### config.mk
export PLATFORM = sky130hd
export DESIGN_NAME = tpio_port
export DESIGN_NICKNAME = d
export VERILOG_FILES = /design/src/tpio_pkg.sv /design/src/tpio_pin_if.sv /design/src/tpio_pin_mux.sv /design/src/tpio_port.sv
export SDC_FILE = /design/constraint.sdc
export NUM_CORES = 1
export LEC_CHECK = 0
export BUFFER_PORTS_ARGS = -buffer_cell sky130_fd_sc_hd__buf_2
export CORE_MARGIN = 2
export CORE_UTILIZATION = 52
export CTS_BUF_LIST = sky130_fd_sc_hd__clkbuf_4 sky130_fd_sc_hd__clkbuf_8
export DETAILED_ROUTE_END_ITERATION = 10
export PLACE_DENSITY = 0.87
export SYNTH_ARGS = -nofsm -noshare
export SYNTH_HDL_FRONTEND = slang
export SYNTH_SLANG_ARGS = --single-unit
### constraint.sdc
create_clock -name aclk -period 5.65 [get_ports aclk]
set_input_delay 0.8475 -clock aclk [delete_from_list [all_inputs] [get_ports aclk]]
set_output_delay 0.8475 -clock aclk [all_outputs]
set_load 0.03 [all_outputs]
### src/tpio_pkg.sv
`default_nettype none
package tpio_pkg;

   localparam int unsigned PORT_W   = 8;
   localparam int unsigned ADDR_W   = 20;
   localparam int unsigned DATA_W   = 32;

   // Printed offsets are register indices; byte address is four times that
   localparam logic [15:0] DIR_IDX  = 16'hfe85;
   localparam logic [15:0] DATA_IDX = 16'hfe87;
   localparam logic [19:0] DIR_ADDR  = {2'h0, DIR_IDX, 2'h0};
   localparam logic [19:0] DATA_ADDR = {2'h0, DATA_IDX, 2'h0};

   localparam logic [7:0]  DIR_RST  = 8'h00;
   localparam logic [7:0]  DATA_RST = 8'h00;
   localparam logic [7:0]  DIR_READ = 8'hff;

   localparam logic [1:0]  RESP_OKAY   = 2'h0;
   localparam logic [1:0]  RESP_SLVERR = 2'h2;

   typedef enum logic [1:0] {
      SEL_NONE,
      SEL_DIR,
      SEL_DATA
   } tpio_sel_t;

   // Word decode, low two address bits ignored
   function automatic tpio_sel_t reg_sel(input logic [19:0] addr);
      logic [19:0] a;
      a = {addr[19:2], 2'h0};
      if (a == DIR_ADDR) begin
         reg_sel = SEL_DIR;
      end else if (a == DATA_ADDR) begin
         reg_sel = SEL_DATA;
      end else begin
         reg_sel = SEL_NONE;
      end
   endfunction

endpackage
`default_nettype wire

### src/tpio_pin_if.sv
`timescale 1ns/10ps
`default_nettype none
interface tpio_pin_if;
   // Register side
   logic [7:0] dir;
   logic [7:0] data;
   // Timer side
   logic [7:0] oc_en;
   logic [7:0] ic_sel;
   logic [7:0] oc_lvl;
   // Synchronised pin level
   logic [7:0] pin_lvl;
   // Results
   logic [7:0] rd_val;
   logic [7:0] pin_out;
   logic [7:0] pin_oe;
   logic [7:0] cap_lvl;

   modport regs (
      output dir, data, oc_en, ic_sel, oc_lvl, pin_lvl,
      input  rd_val, pin_out, pin_oe, cap_lvl
   );
   modport mux (
      input  dir, data, oc_en, ic_sel, oc_lvl, pin_lvl,
      output rd_val, pin_out, pin_oe, cap_lvl
   );
endinterface
`default_nettype wire

### src/tpio_pin_mux.sv
`timescale 1ns/10ps
`default_nettype none
module tpio_pin_mux (
   // Per-pin function selection
   tpio_pin_if.mux p
);

   always_comb begin
      for (int i = 0; i < 8; i++) begin
         if (p.oc_en[i]) begin
            // Compare output overrides direction and data
            p.pin_out[i] = p.oc_lvl[i];
            p.pin_oe[i]  = 1'b1;
            p.rd_val[i]  = p.oc_lvl[i];
            p.cap_lvl[i] = p.pin_lvl[i];
         end else if (p.dir[i]) begin
            p.pin_out[i] = p.data[i];
            p.pin_oe[i]  = 1'b1;
            p.rd_val[i]  = p.data[i];
            // Capture pin sees its own driven value
            p.cap_lvl[i] = p.ic_sel[i] ? p.data[i] : p.pin_lvl[i];
         end else begin
            p.pin_out[i] = p.data[i];
            p.pin_oe[i]  = 1'b0;
            p.rd_val[i]  = p.pin_lvl[i];
            p.cap_lvl[i] = p.pin_lvl[i];
         end
      end
   end

endmodule
`default_nettype wire

### src/tpio_port.sv
// Functional notes
// - Eight pins, each governed by one bit of the direction register.
// - Direction bit 1 makes the pin an output, 0 an input.
// - Direction register is write-only and reads as all ones.
// - Direction register clears on reset and hardware standby only.
// - Data register clears on reset and hardware standby only.
// - General output drives the stored bit; reads return the stored bit.
// - General input stores writes without driving; reads give the pin.
// - In every mode 1 to 7 each pin may be GPIO, capture or compare.
// - Compare output ignores direction and drives the timer level.
// - Compare pins ignore stored data and read back the timer level.
// - Capture pins keep their direction bit and act as GPIO too.
// - Capture output pin drives the stored bit and feeds it to timer.
// - Capture input pin reads the timer input level, not driven.
// - Software standby resets the timer so pins fall back to GPIO.
`timescale 1ns/10ps
`default_nettype none
module tpio_port (
   // Clock and reset
   input  wire logic        aclk,
   input  wire logic        aresetn,
   // AXI4-Lite write address
   input  wire logic [19:0] s_axi_awaddr,
   input  wire logic [2:0]  s_axi_awprot,
   input  wire logic        s_axi_awvalid,
   output logic             s_axi_awready,
   // AXI4-Lite write data
   input  wire logic [31:0] s_axi_wdata,
   input  wire logic [3:0]  s_axi_wstrb,
   input  wire logic        s_axi_wvalid,
   output logic             s_axi_wready,
   // AXI4-Lite write response
   output logic [1:0]       s_axi_bresp,
   output logic             s_axi_bvalid,
   input  wire logic        s_axi_bready,
   // AXI4-Lite read address
   input  wire logic [19:0] s_axi_araddr,
   input  wire logic [2:0]  s_axi_arprot,
   input  wire logic        s_axi_arvalid,
   output logic             s_axi_arready,
   // AXI4-Lite read data
   output logic [31:0]      s_axi_rdata,
   output logic [1:0]       s_axi_rresp,
   output logic             s_axi_rvalid,
   input  wire logic        s_axi_rready,
   // Power state
   input  wire logic        hw_standby,
   input  wire logic        sw_standby,
   // Timer unit
   input  wire logic [7:0]  tmr_oc_en,
   input  wire logic [7:0]  tmr_ic_sel,
   input  wire logic [7:0]  tmr_oc_lvl,
   output logic [7:0]       tmr_pin_lvl,
   // Port pins
   input  wire logic [7:0]  pin_in,
   output logic [7:0]       pin_out,
   output logic [7:0]       pin_oe
);

   typedef enum logic [1:0] {
      WS_COLLECT,
      WS_RESP
   } tpio_wstate_t;

   tpio_pin_if pif ();

   logic [7:0]   dir_r;
   logic [7:0]   data_r;
   logic [7:0]   pin_s1_r;
   logic [7:0]   pin_s2_r;
   logic         hws_s1_r;
   logic         hws_s2_r;
   logic [7:0]   pin_out_r;
   logic [7:0]   pin_oe_r;
   logic [7:0]   cap_r;
   tpio_wstate_t wstate_r;
   logic         aw_got_r;
   logic         w_got_r;
   logic [19:0]  waddr_r;
   logic [7:0]   wdata_r;
   logic         wstrb0_r;
   logic [1:0]   bresp_r;
   logic         rvalid_r;
   logic [31:0]  rdata_r;
   logic [1:0]   rresp_r;
   logic         wr_go;

   ////////////////////////////////////////////////////////////////////////////
   // Pin and standby synchronisers

   always_ff @(posedge aclk) begin
      if (!aresetn) begin
         pin_s1_r <= 8'h00;
         pin_s2_r <= 8'h00;
         hws_s1_r <= 1'b0;
         hws_s2_r <= 1'b0;
      end else begin
         pin_s1_r <= pin_in;
         pin_s2_r <= pin_s1_r;
         hws_s1_r <= hw_standby;
         hws_s2_r <= hws_s1_r;
      end
   end

   ////////////////////////////////////////////////////////////////////////////
   // Function selection

   // Timer is held in reset in software standby, so its claims drop
   assign pif.oc_en   = tmr_oc_en & ~{8{sw_standby}};
   assign pif.ic_sel  = tmr_ic_sel & ~{8{sw_standby}};
   assign pif.oc_lvl  = tmr_oc_lvl;
   assign pif.dir     = dir_r;
   assign pif.data    = data_r;
   assign pif.pin_lvl = pin_s2_r;

   // Same selection in every operating mode
   tpio_pin_mux u_mux (
      .p (pif.mux)
   );

   // Registered so pins never glitch on mux changes
   always_ff @(posedge aclk) begin
      if (!aresetn) begin
         pin_out_r <= 8'h00;
         pin_oe_r  <= 8'h00;
         cap_r     <= 8'h00;
      end else begin
         pin_out_r <= pif.pin_out;
         pin_oe_r  <= pif.pin_oe;
         cap_r     <= pif.cap_lvl;
      end
   end

   assign pin_out     = pin_out_r;
   assign pin_oe      = pin_oe_r;
   assign tmr_pin_lvl = cap_r;

   ////////////////////////////////////////////////////////////////////////////
   // Write channel

   assign s_axi_awready = (wstate_r == WS_COLLECT) && !aw_got_r;
   assign s_axi_wready  = (wstate_r == WS_COLLECT) && !w_got_r;
   assign s_axi_bvalid  = (wstate_r == WS_RESP);
   assign s_axi_bresp   = bresp_r;
   assign wr_go         = (wstate_r == WS_COLLECT)
                          && (aw_got_r || s_axi_awvalid)
                          && (w_got_r || s_axi_wvalid);

   always_ff @(posedge aclk) begin
      if (!aresetn) begin
         wstate_r <= WS_COLLECT;
         aw_got_r <= 1'b0;
         w_got_r  <= 1'b0;
         waddr_r  <= 20'h00000;
         wdata_r  <= 8'h00;
         wstrb0_r <= 1'b0;
         bresp_r  <= tpio_pkg::RESP_OKAY;
      end else begin
         case (wstate_r)
            WS_COLLECT: begin
               if (s_axi_awvalid && !aw_got_r) begin
                  aw_got_r <= 1'b1;
                  waddr_r  <= s_axi_awaddr;
               end
               if (s_axi_wvalid && !w_got_r) begin
                  w_got_r  <= 1'b1;
                  wdata_r  <= s_axi_wdata[7:0];
                  wstrb0_r <= s_axi_wstrb[0];
               end
               if (wr_go) begin
                  wstate_r <= WS_RESP;
                  aw_got_r <= 1'b0;
                  w_got_r  <= 1'b0;
                  bresp_r  <= (tpio_pkg::reg_sel(wa_eff()) ==
                               tpio_pkg::SEL_NONE) ?
                              tpio_pkg::RESP_SLVERR : tpio_pkg::RESP_OKAY;
               end
            end
            WS_RESP: begin
               if (s_axi_bready) begin
                  wstate_r <= WS_COLLECT;
               end
            end
            default: begin
               wstate_r <= WS_COLLECT;
            end
         endcase
      end
   end

   // Address and data of the write being committed this cycle
   function automatic logic [19:0] wa_eff();
      wa_eff = aw_got_r ? waddr_r : s_axi_awaddr;
   endfunction

   function automatic logic [7:0] wd_eff();
      wd_eff = w_got_r ? wdata_r : s_axi_wdata[7:0];
   endfunction

   function automatic logic ws_eff();
      ws_eff = w_got_r ? wstrb0_r : s_axi_wstrb[0];
   endfunction

   ////////////////////////////////////////////////////////////////////////////
   // Port registers

   // Software standby is not a reset here: both registers hold
   always_ff @(posedge aclk) begin
      if (!aresetn || hws_s2_r) begin
         dir_r <= tpio_pkg::DIR_RST;
      end else if (wr_go && ws_eff()
                   && tpio_pkg::reg_sel(wa_eff()) == tpio_pkg::SEL_DIR) begin
         dir_r <= wd_eff();
      end
   end

   // Writes with strobe bit 0 set land, whether or not the pin is driven
   always_ff @(posedge aclk) begin
      if (!aresetn || hws_s2_r) begin
         data_r <= tpio_pkg::DATA_RST;
      end else if (wr_go && ws_eff()
                   && tpio_pkg::reg_sel(wa_eff()) == tpio_pkg::SEL_DATA) begin
         data_r <= wd_eff();
      end
   end

   ////////////////////////////////////////////////////////////////////////////
   // Read channel

   assign s_axi_arready = !rvalid_r;
   assign s_axi_rvalid  = rvalid_r;
   assign s_axi_rdata   = rdata_r;
   assign s_axi_rresp   = rresp_r;

   always_ff @(posedge aclk) begin
      if (!aresetn) begin
         rvalid_r <= 1'b0;
         rdata_r  <= 32'h00000000;
         rresp_r  <= tpio_pkg::RESP_OKAY;
      end else if (s_axi_arvalid && !rvalid_r) begin
         rvalid_r <= 1'b1;
         rresp_r  <= tpio_pkg::RESP_OKAY;
         case (tpio_pkg::reg_sel(s_axi_araddr))
            tpio_pkg::SEL_DIR: begin
               rdata_r <= {24'h000000, tpio_pkg::DIR_READ};
            end
            tpio_pkg::SEL_DATA: begin
               rdata_r <= {24'h000000, pif.rd_val};
            end
            default: begin
               rdata_r <= 32'h00000000;
               rresp_r <= tpio_pkg::RESP_SLVERR;
            end
         endcase
      end else if (s_axi_rready) begin
         rvalid_r <= 1'b0;
      end
   end

endmodule
`default_nettype wire

==> out/metrics.cfg, run 1 <==
[run_status]
status=finished, final reports clean

[die]
initial_core_util_pct=53.7
die_h_um=93.3
std_cell_rows=32
die-width_um=93.3
core-area_mm2=0.00773
dieArea_mm2=0.00871
ios=188

[run]
drv_cap=0

[critical_path]
critPathLaunchType=input port
arrival_ns=2.63
worstSetupPathType=input port to register
worstPathMaxFanout=8
worstSetupEndpointType=register
critPathRequiredTime_ns=5.93

[placed_design]
io_buffers=124
gp_congestion=0.818
hpwl_mm=7.12
dpl.cell_count=654
pre_cts_ws_ns=2.97

[global_route]
grt_most_used_layer=met2
grt_pass1_wl_mm=14.6
grt_use_met1_pct=25.1
grt_pass1_vias=3192
met2_usage_pct=38.1
antenna_found_initial=1
gr-usage-all-layers_pct=21.7
grt.overflow.total=0
grt_max_degree=65
use_met3_pct=6.53

[sta]
clock_skew_ns=0.0124
fin_crit_ns=2.35
slew_viol_final=0
slew-limit-headroom_pct=29.5
timing.final.ws_setup_ns=3.30
hold_viol=0
max_slew.worst_pin.slew_ns=1.06
min_period_over_period_pct=41.6
setup_violations=0
tns_ns=0
fmax_mhz=425
rsz0062_at_grt=no

[drt]
vias=3404
ant_nets=0
vias_per_cell=5.08
wl_mm=9.44
wl_per_cell_um=14.1
drcViolationCount=0
first_pass_iters=4
drt_iter0_markers=148

[finish]
antennaDiodeCount=0
layout-drive-gt1-share_pct=29.9
finalNetCount=686
finalNonFillerCells=670
fillers=671
seq_area_mm2=0.00198
multiInputGateArea_mm2=0.00198
syn2layout_area_growth_pct=18.8

[clocking]
cts_setup_buffers=0
cts_sinks=99
cts_tree=built
clock_tree.buffer_depth=2
ctsHoldBuffers=0
cts-root-buf=clkbuf_8
clkTransAtPathRegs_ns=0.09
numCtsBuffers=9
htreeDepth=3
post_cts_resized=0
clock_latency_ns=0.36

[synthesis]
avgSynthCellArea_um2=9.28
ys_types=36
seq_area_frac_synth_pct=47.8
synth_edf_count=0
ys.flop_type=dfxtp_1
synthCells=447
async_flop_share_pct=0
netlist_area_mm2=0.00415
yosysWarnings=0
ys_ff_latch=99

[power]
power_density_mw_per_mm2=287
power_leakage_uw=0.00219
vdd.ir_drop.worst_v=0.000132

[min_path]
hold_path.class=register to register

registers in the layout, indices dropped and copies added, names as in the netlist, 8 cells and up:
register     cells
pin_oe           8
waddr_r         18
dir_r            8
pin_s1_r         8
pif.pin_lvl      8
s_axi_rdata      8
wdata_r          8
data_r           8
pin_out          8
tmr_pin_lvl      8
area by class of cell:
class	count	share of cell area (%)
clock buffer	11	2.94
sequential	99	40.2
inverter	3	0.228
multi-input combinational	325	40.1
tap	102	2.59
clock inverter	5	1.27
timing repair buffer	125	12.7
cell usage after synthesis, types with 8 or more instances:
library cell	instances	share of area (%)
a21oi_1	33	4.0
and2_1	20	3.0
buf_4	26	4.7
clkbuf_1	14	1.3
dfxtp_1	99	48
mux2_2	20	5.4
mux2i_1	38	9.2
nand2_1	86	7.8
nor2_1	40	3.6
nor2b_1	9	1.4
nor3_1	8	0.96
nor4bb_1	10	2.4
final timing paths:
path | to | start | slack, ns | cells past startpoint
setup reg to reg | dir_r[7]$_SDFFE_PP0P_ | aw_got_r$_SDFFE_PN0P_ | 3.52 | 4
setup / recovery | dir_r[7]$_SDFFE_PP0P_ | s_axi_awaddr[5] | 3.30 | 5
hold / removal | pif.pin_lvl[6]$_SDFF_PN0_ | pin_s1_r[6]$_SDFF_PN0_ | 0.44 | 1
hold reg to reg | pif.pin_lvl[6]$_SDFF_PN0_ | pin_s1_r[6]$_SDFF_PN0_ | 0.44 | 1
critical path, cell delays in order:
cell	delay, ns
buf_2	0.10
or4b_1	0.57
nor4b_4	0.37
o221a_2	0.47
mux2i_1	0.27
cells in the final DEF (no fill, tap or decap), types with 2 or more instances in the layout:
cell type	synthesis	final
nand2_1	86	86
o211a_1	2	2
mux2i_1	38	38
a21oi_1	33	33
nor2b_1	9	9
nand4_1	3	3
nor3_1	8	8
nand2b_1	2	2
nor4b_1	2	2
or4bb_1	3	3
dfxtp_1	99	99
clkinv_4	0	2
inv_1	2	2
mux2_2	20	20
nand4b_1	3	3
nor4bb_1	10	10
and2_1	20	20
clkinvlp_4	0	2
o22ai_1	5	5
or4b_1	2	2
clkbuf_8	0	10
buf_2	1	124
nor2_1	40	40
a31o_2	4	4
conb_1	1	26
logic make-up after synthesis:
| logic type | Yosys count | synth area share [%] |
|---|---|---|
| AOI/OAI and AO/OA | 48 | 7.08 |
| muxes | 58 | 14.6 |
| and+or+nand+nor | 193 | 23.6 |
| buffers and inverters | 48 | 6.90 |
| DFF | 99 | 47.8 |
| other | 1 | 0.0904 |
where the power goes:
group / internal [uW] / total (uW) / switching [uW] / leakage [uW]
sequential: 729 / 748 / 19.0 / 0.000810
clock: 223 / 458 / 235 / 0.0000992
combinational: 74.9 / 207 / 132 / 0.00128
total: 1030 / 1410 / 386 / 0.00219
per-stage QoR:
| step | utilization, % | area, um^2 | power (uW) | hold WS (ns) |
|---|---|---|---|---|
| CTS | 63.8 | 4930 | 1420 | 0.446 |
| global placement | 61.1 | 4720 | 961 | 0.417 |
| finish | 63.8 | 4930 | 1410 | 0.442 |
| floorplan | - | 4240 | 914 | 0.412 |
| global route | 63.8 | 4930 | 1470 | 0.462 |
| detailed placement | 61.1 | 4720 | 970 | 0.422 |
routing by layer:
metal / wire length (um) / up-vias
met3: 639 / 18
met2: 4700 / 120
met1: 3890 / 1564
li1: - / 1700
met5: 13 / -
met4: 194 / 2
Power figures use the tool's default switching activity.
==> inputs of run 2 (changes only) <==
- CORE_UTILIZATION: 52 -> 44
- PLACE_DENSITY: 0.87 -> 0.79
- clock period: 5.65 -> 2 ns (I/O delays scaled with it)
==> run 2 against run 1 <==
Non-clock buffer count increased by 6. Critical path depth is the same. Sequential power grew to 2.8 times the previous value. Via count shrank 0.91%. Largest power group unchanged. Global-route usage fell by 3.5 points. Clock power increased to 2.5 times the previous value. Cell count up 2.4%. Clock skew is 0.0052 ns lower.
==> out/metrics.cfg, run 2 (same netlist as run 1, synthesis figures left out) <==
[global_route]
grt_max_degree=33  ; was 65
use_met3_pct=5.83  ; was 6.53%
met2_usage_pct=30.4  ; was 38.1%
grt_pass1_wl_mm=14.5  ; was 14.6 mm
gr-usage-all-layers_pct=18.2  ; was 21.7%
grt_most_used_layer=met2  ; unchanged
grt_use_met1_pct=22.1  ; was 25.1%
grt_pass1_vias=3163  ; was 3192
grt.overflow.total=0  ; unchanged
antenna_found_initial=3  ; was 1

[finish]
top_register=waddr_r  ; unchanged
final_common_cell=buf_2  ; unchanged
fillers=833  ; was 671
final_util_pct=54.3  ; was 63.8%
mostFrequentLayoutCells=124 x buf_2, 99 x dfxtp_1, 86 x nand2_1, 40 x nor2_1, 38 x mux2i_1  ; unchanged
layout-drive-gt1-share_pct=30.8  ; was 29.9%
finalNetCount=692  ; was 686
largest_reg_flops=18  ; unchanged
syn2layout_area_growth_pct=20.2  ; was 18.8%
finalNonFillerCells=686  ; was 670

[clocking]
clock_latency_ns=0.36  ; about the same
clock_tree.buffer_depth=2  ; unchanged
htreeDepth=3  ; unchanged
cts_sinks=99  ; unchanged
numCtsBuffers=9  ; unchanged
clkTransAtPathRegs_ns=0.09  ; about the same
cts_tree=built  ; unchanged
cts-root-buf=clkbuf_8  ; unchanged
ctsHoldBuffers=0  ; unchanged

[critical_path]
cp_slowest_stage_delay_ns=0.54  ; was 0.57 ns
critPathLaunchType=register  ; was input port
critical_path.top_delay_family=simple AND/OR/NAND/NOR gates  ; unchanged
r2r_setup_slack_ns=0.11  ; was 3.52 ns
critPathRequiredTime_ns=2.29  ; was 5.93 ns
rr_startpoint=waddr_r[6]$_SDFFE_PN0P_  ; was aw_got_r$_SDFFE_PN0P_
r2r_cells=5  ; was 4
worstPathMaxFanout=8  ; unchanged
crit_chain=or4b_1, nor3_2, o221a_2, buf_12, mux2i_1  ; was buf_2, or4b_1, nor4b_4, o221a_2, mux2i_1
worstSetupEndpointType=register  ; unchanged
worstSetupPathType=register to register  ; was input port to register
r2r_end=dir_r[4]$_SDFFE_PP0P_  ; was dir_r[7]$_SDFFE_PP0P_
crit_buf_inv=1  ; unchanged
arrival_ns=2.19  ; was 2.63 ns
cpMaxStageDelayCell=or4b_1  ; unchanged

[power]
p_sw_share_pct=28.5  ; was 27.3%
power_density_mw_per_mm2=775  ; was 287 mW/mm^2
p_clk_share_pct=30.1  ; was 32.4%
power_leakage_uw=0.00224  ; was 0.00219 uW
p_int_uw=2760  ; was 1030 uW
vdd.ir_drop.worst_v=0.000317  ; was 0.000132 V
p_sw_uw=1100  ; was 386 uW
comb_power_share_pct=15.6  ; was 14.6%
seq_power_share_pct=54.3  ; was 52.9%

[sta]
hold_viol=0  ; unchanged
fin_crit_ns=1.89
max_slew.worst_pin.slew_ns=0.619  ; was 1.06 ns
slew-limit-headroom_pct=58.7  ; was 29.5%
slew_viol_final=0  ; unchanged
clock_skew_ns=0.00714  ; was 0.0124 ns
rsz0062_at_grt=no  ; unchanged
setup_violations=0  ; unchanged
min_period_over_period_pct=94.7
fmax_mhz=528
fin_hold_ws_ns=0.135  ; was 0.442 ns

[die]
dieArea_mm2=0.0102  ; was 0.00871 mm^2
ios=188  ; unchanged
core-area_mm2=0.00920  ; was 0.00773 mm^2
die-width_um=101  ; was 93.3 um
die_h_um=101  ; was 93.3 um
std_cell_rows=35  ; was 32
initial_core_util_pct=45.1  ; was 53.7%

[min_path]
hold_path.class=input port to register  ; was register to register
worstHoldStart=pin_in[5]  ; was pin_s1_r[6]$_SDFF_PN0_
worst_hold_path.endpoint=pin_s1_r[5]$_SDFF_PN0_  ; was pif.pin_lvl[6]$_SDFF_PN0_
holdPathStages=2  ; was 1

[drt]
wl_mm=9.44  ; about the same
wl_per_cell_um=13.8  ; was 14.1 um
vias=3373  ; was 3404
first_pass_iters=4  ; unchanged
vias_per_cell=4.92  ; was 5.08
ant_nets=0  ; unchanged
drcViolationCount=0  ; unchanged
drt_iter0_markers=116  ; was 148

[run_status]
status=finished, final reports clean  ; unchanged

[run]
drv_cap=0  ; unchanged

[placed_design]
hpwl_mm=7.31  ; was 7.12 mm
io_buffers=124  ; unchanged
dpl.cell_count=669  ; was 654
gp_congestion=0.845  ; was 0.818

run 2: changes by cell type in the layout (fill, tap and decap cells not counted), sizes merged:
cell      previous run  this run
buf                125       131
bufinv               1         0
clkbuf              11        10
clkinv               2         4
clkinvlp             2         1
diode                0         1
inv                  3         4
run 2: what timing repair did:
item                                    in CTS  in global routing
endpoints found under the setup margin       0                 16
resized for setup                            0                  2
buffers inserted                             0                  0
run 2: cell type report:
| class | instances | area, um^2 | share of cell area (%) |
|---|---|---|---|
| well taps | 111 | 139 | 2.78 |
| inverters | 3 | 11.3 | 0.226 |
| clock inverters | 6 | 40.0 | 0.802 |
| clock buffers | 10 | 138 | 2.76 |
| diodes | 1 | 2.50 | 0.0502 |
| multi-input cells | 325 | 1990 | 39.9 |
| flip-flops and latches | 99 | 1980 | 39.7 |
| repair buffers | 131 | 686 | 13.7 |
run 2: worst max path at each step:
stage / from / endpoint / slack [ns] / cells after the start
floorplan: wstate_r[0]$_SDFFE_PN0P_ / waddr_r[14]$_SDFFE_PN0P_ / 0.04 / 6
global placement: s_axi_awaddr[5] / data_r[2]$_SDFFE_PP0P_ / -0.03 / 5
detailed placement: s_axi_awaddr[5] / data_r[2]$_SDFFE_PP0P_ / -0.06 / 5
CTS: waddr_r[6]$_SDFFE_PN0P_ / data_r[2]$_SDFFE_PP0P_ / 0.01 / 4
global route: waddr_r[6]$_SDFFE_PN0P_ / dir_r[4]$_SDFFE_PP0P_ / 0.03 / 5
finish: waddr_r[6]$_SDFFE_PN0P_ / dir_r[4]$_SDFFE_PP0P_ / 0.11 / 5
run 2: metrics by stage:
| stage | power, uW | cell area (um^2) | TNS, ns | setup WS (ns) |
|---|---|---|---|---|
| after floorplan | 2580 | 4240 | 0 | 0.0353 |
| after global placement | 2730 | 4790 | -0.193 | -0.0263 |
| after detailed placement | 2750 | 4790 | -0.477 | -0.0624 |
| after CTS | 3890 | 4970 | 0 | 0.0135 |
| after global routing | 4040 | 4990 | 0 | 0.0294 |
| final | 3870 | 4990 | 0 | 0.106 |
run 2: worst register-to-register path, cell delays in order, from the launching register on:
cell and delay, ns:
dfxtp_1 0.32, or4b_1 0.54, nor3_2 0.33, o221a_2 0.28, buf_12 0.14, mux2i_1 0.20
run 2: power by group through the flow:
stage / sequential (uW) / combinational [uW] / clock [uW]
finish: 2100 / 604 / 1160
global route: 2110 / 662 / 1270
CTS: 2100 / 603 / 1180
detailed placement: 2150 / 602 / 0
global placement: 2140 / 585 / 0
floorplan: 2190 / 391 / 0
run 2: per-layer routing:
layer,wire length (um),part of all wire (%)
met1,4050,43
met2,4560,48
met3,602,6.4
met4,220,2.3
met5,5,0.053
==> inputs of run 3 (changes only) <==
- ABC_AREA: not set -> 1
- CORE_UTILIZATION: 44 -> 45
==> run 3 against run 2 <==
Sequential power up 2%. Highest routed layer is now met4. Setup slack improved by 0.23 ns. Synthesized cell count is 42% higher. Area after synthesis rose by 7.2%. Combinational power rose by 15%. Critical path depth up 4. Via count grew 21%. Cell area is 7.1% higher.
==> out/metrics.cfg, run 3 <==
[global_route]
grt_pass1_vias=3650  ; was 3163
grt_pass1_wl_mm=15.8  ; was 14.5 mm
grt.overflow.total=0  ; unchanged
grt_max_degree=40  ; was 33
gr-usage-all-layers_pct=18.8  ; was 18.2%
antenna_found_initial=0  ; was 3

[die]
ios=188  ; unchanged
dieArea_mm2=0.0107  ; was 0.0102 mm^2
std_cell_rows=36  ; was 35
die-width_um=103  ; was 101 um
initial_core_util_pct=45.9  ; was 45.1%
core-area_mm2=0.00968  ; was 0.00920 mm^2
die_h_um=103  ; was 101 um

[power]
p_sw_share_pct=28.0  ; was 28.5%
p_clk_share_pct=33.4  ; was 30.1%
seq_power_share_pct=50.2  ; was 54.3%
power_density_mw_per_mm2=797  ; was 775 mW/mm^2
comb_power_share_pct=16.3  ; was 15.6%
p_sw_uw=1190  ; was 1100 uW
power_leakage_uw=0.00271  ; was 0.00224 uW
p_int_uw=3070  ; was 2760 uW
vdd.ir_drop.worst_v=0.000425  ; was 0.000317 V

[run_status]
status=finished, final reports clean  ; unchanged

[synthesis]
ys_ff_latch=99  ; unchanged
yosys-top-cells-count=111 x nand2_1, 99 x dfxtp_1, 99 x nor2_1  ; was 99 x dfxtp_1, 86 x nand2_1, 40 x nor2_1
yosysWarnings=0  ; unchanged
ys_types=29  ; was 36
synthCells=636  ; was 447
netlist_area_mm2=0.00445  ; was 0.00415 mm^2
ys.flop_type=dfxtp_1  ; unchanged
seq_area_frac_synth_pct=44.5  ; was 47.8%
synth_top_area_share_pct=44.5  ; was 47.8%
avgSynthCellArea_um2=7.00  ; was 9.28 um^2
synth_edf_count=0  ; unchanged
yosysMostFrequentCell=nand2_1  ; was dfxtp_1
yosysTopAreaCell=dfxtp_1  ; unchanged
async_flop_share_pct=0  ; unchanged
synth_area_leaders=dfxtp_1 45%, nand2_1 9.4%, nor2_1 8.4%  ; was dfxtp_1 48%, mux2i_1 9.2%, nand2_1 7.8%

[clocking]
ctsHoldBuffers=0  ; unchanged
cts-root-buf=clkbuf_8  ; unchanged
numCtsBuffers=9  ; unchanged
cts_sinks=99  ; unchanged
clock_tree.buffer_depth=2  ; unchanged
htreeDepth=3  ; unchanged
cts_tree=built  ; unchanged
clkTransAtPathRegs_ns=0.09  ; about the same
clock_latency_ns=0.35  ; was 0.36 ns

[finish]
top_register=waddr_r  ; unchanged
finalNetCount=882  ; was 692
final_common_cell=buf_2  ; unchanged
final_util_pct=55.2  ; was 54.3%
antennaDiodeCount=0  ; was 1
mostFrequentLayoutCells=124 x buf_2, 111 x nand2_1, 99 x nor2_1, 98 x dfxtp_1, 92 x inv_1  ; was 124 x buf_2, 99 x dfxtp_1, 86 x nand2_1, 40 x nor2_1, 38 x mux2i_1
largest_reg_flops=18  ; unchanged
syn2layout_area_growth_pct=20.1  ; was 20.2%
layout-drive-gt1-share_pct=22.3  ; was 30.8%

[run]
drv_cap=0  ; unchanged

[drt]
wl_mm=9.70  ; was 9.44 mm
ant_nets=0  ; unchanged
drcViolationCount=0  ; unchanged
first_pass_iters=4  ; unchanged
vias=4090  ; was 3373
vias_per_cell=4.56  ; was 4.92
drt_iter0_markers=110  ; was 116
wl_per_cell_um=10.8  ; was 13.8 um

[critical_path]
rr_startpoint=aw_got_r$_SDFFE_PN0P_  ; was waddr_r[6]$_SDFFE_PN0P_
worstSetupPathType=register to register  ; unchanged
arrival_ns=1.93  ; was 2.19 ns
critPathLaunchType=register  ; unchanged
r2r_end=data_r[7]$_SDFFE_PP0P_  ; was dir_r[4]$_SDFFE_PP0P_
r2r_setup_slack_ns=0.33  ; was 0.11 ns
critPathRequiredTime_ns=2.26  ; was 2.29 ns
worstPathMaxFanout=12  ; was 8
worstSetupEndpointType=register  ; unchanged
r2r_cells=9  ; was 5

[sta]
fin_crit_ns=1.67  ; was 1.89 ns
rsz0062_at_grt=no  ; unchanged
setup_violations=0  ; unchanged
min_period_over_period_pct=83.4  ; was 94.7%
clock_skew_ns=0.0100  ; was 0.00714 ns
tns_ns=0  ; unchanged
slew_viol_final=0  ; unchanged
fmax_mhz=599  ; was 528 MHz
hold_viol=0  ; unchanged

[placed_design]
hpwl_mm=7.56  ; was 7.31 mm
gp_congestion=0.865  ; was 0.845
io_buffers=124  ; unchanged

[min_path]
holdPathStages=3  ; was 2
worstHoldStart=pin_in[1]  ; was pin_in[5]
worst_hold_path.endpoint=pin_s1_r[1]$_SDFF_PN0_  ; was pin_s1_r[5]$_SDFF_PN0_
hold_path.class=input port to register  ; unchanged

## run 3: power groups by stage
stage	Clock [uW]	Sequential [uW]	Combinational, uW
5_1_grt	1540	2150	792
3_3_place_gp	0	2180	692
4_1_cts	1460	2140	700
2_1_floorplan	0	2240	452
3_5_place_dp	0	2190	697
6_report	1420	2140	696
## run 3: cells by family (layout without fill, tap and decap cells)
| kind of cell | after synthesis | in the layout | synth area share, % |
|---|---|---|---|
| buf+inv | 145 | 248 | 14.8 |
| flops | 99 | 99 | 44.5 |
| compound gates | 122 | 122 | 14.3 |
| other cells | 1 | 26 | 0.0843 |
| simple gates | 269 | 269 | 26.2 |
## run 3: what timing repair did
item	in CTS	in global routing
gates resized for setup	0	1
setup buffers	0	0
endpoints found under the setup margin	0	1
## run 3: cell type report
type | count | area (um^2)
Tap cell | 133 | 166
Timing Repair Buffer | 133 | 688
Clock buffer | 11 | 145
Fill cell | 993 | 4340
Sequential cell | 99 | 1980
Inverter | 99 | 372
Clock inverter | 5 | 85.1
Multi-Input combinational cell | 417 | 1900
## run 3: routing by layer
layer,up-vias,global-route usage (%),share of wire [%]
li1,2191,-,-
met1,1757,23.4,45
met2,130,32.6,47
met3,12,3.76,7.5
met4,0,6.48,1.1
met5,-,0,0
## run 3: through the flow
step | total power (uW) | cells | hold slack (ns) | cell area [um^2] | worst slack [ns]
after floorplan | 2690 | 661 | 0.390 | 4540 | 0.273
after global placement | 2870 | 881 | 0.393 | 5110 | 0.266
after detailed placement | 2880 | 881 | 0.397 | 5110 | 0.261
after CTS | 4300 | 897 | 0.108 | 5340 | 0.253
after global routing | 4490 | 897 | 0.127 | 5340 | 0.155
final | 4260 | 897 | 0.125 | 5340 | 0.331
## run 3: worst max-delay path by stage
stage,start,endpoint,slack [ns],depth (start not counted)
global route,aw_got_r$_SDFFE_PN0P_,data_r[7]$_SDFFE_PP0P_,0.15,10
CTS,aw_got_r$_SDFFE_PN0P_,data_r[7]$_SDFFE_PP0P_,0.25,8
finish,aw_got_r$_SDFFE_PN0P_,data_r[7]$_SDFFE_PP0P_,0.33,9
global placement,aw_got_r$_SDFFE_PN0P_,data_r[7]$_SDFFE_PP0P_,0.27,8
floorplan,aw_got_r$_SDFFE_PN0P_,waddr_r[16]$_SDFFE_PN0P_,0.27,6
detailed placement,aw_got_r$_SDFFE_PN0P_,data_r[7]$_SDFFE_PP0P_,0.26,8
## run 3: critical path: stages (launching register included)
cell and delay [ns]:
dfxtp_2 0.40, buf_4 0.18, nor2_1 0.10, nand3_1 0.11
nand2_4 0.13, nand2_1 0.09, nor2_2 0.29, nand2_1 0.11
nor2_1 0.11, nor2_1 0.05
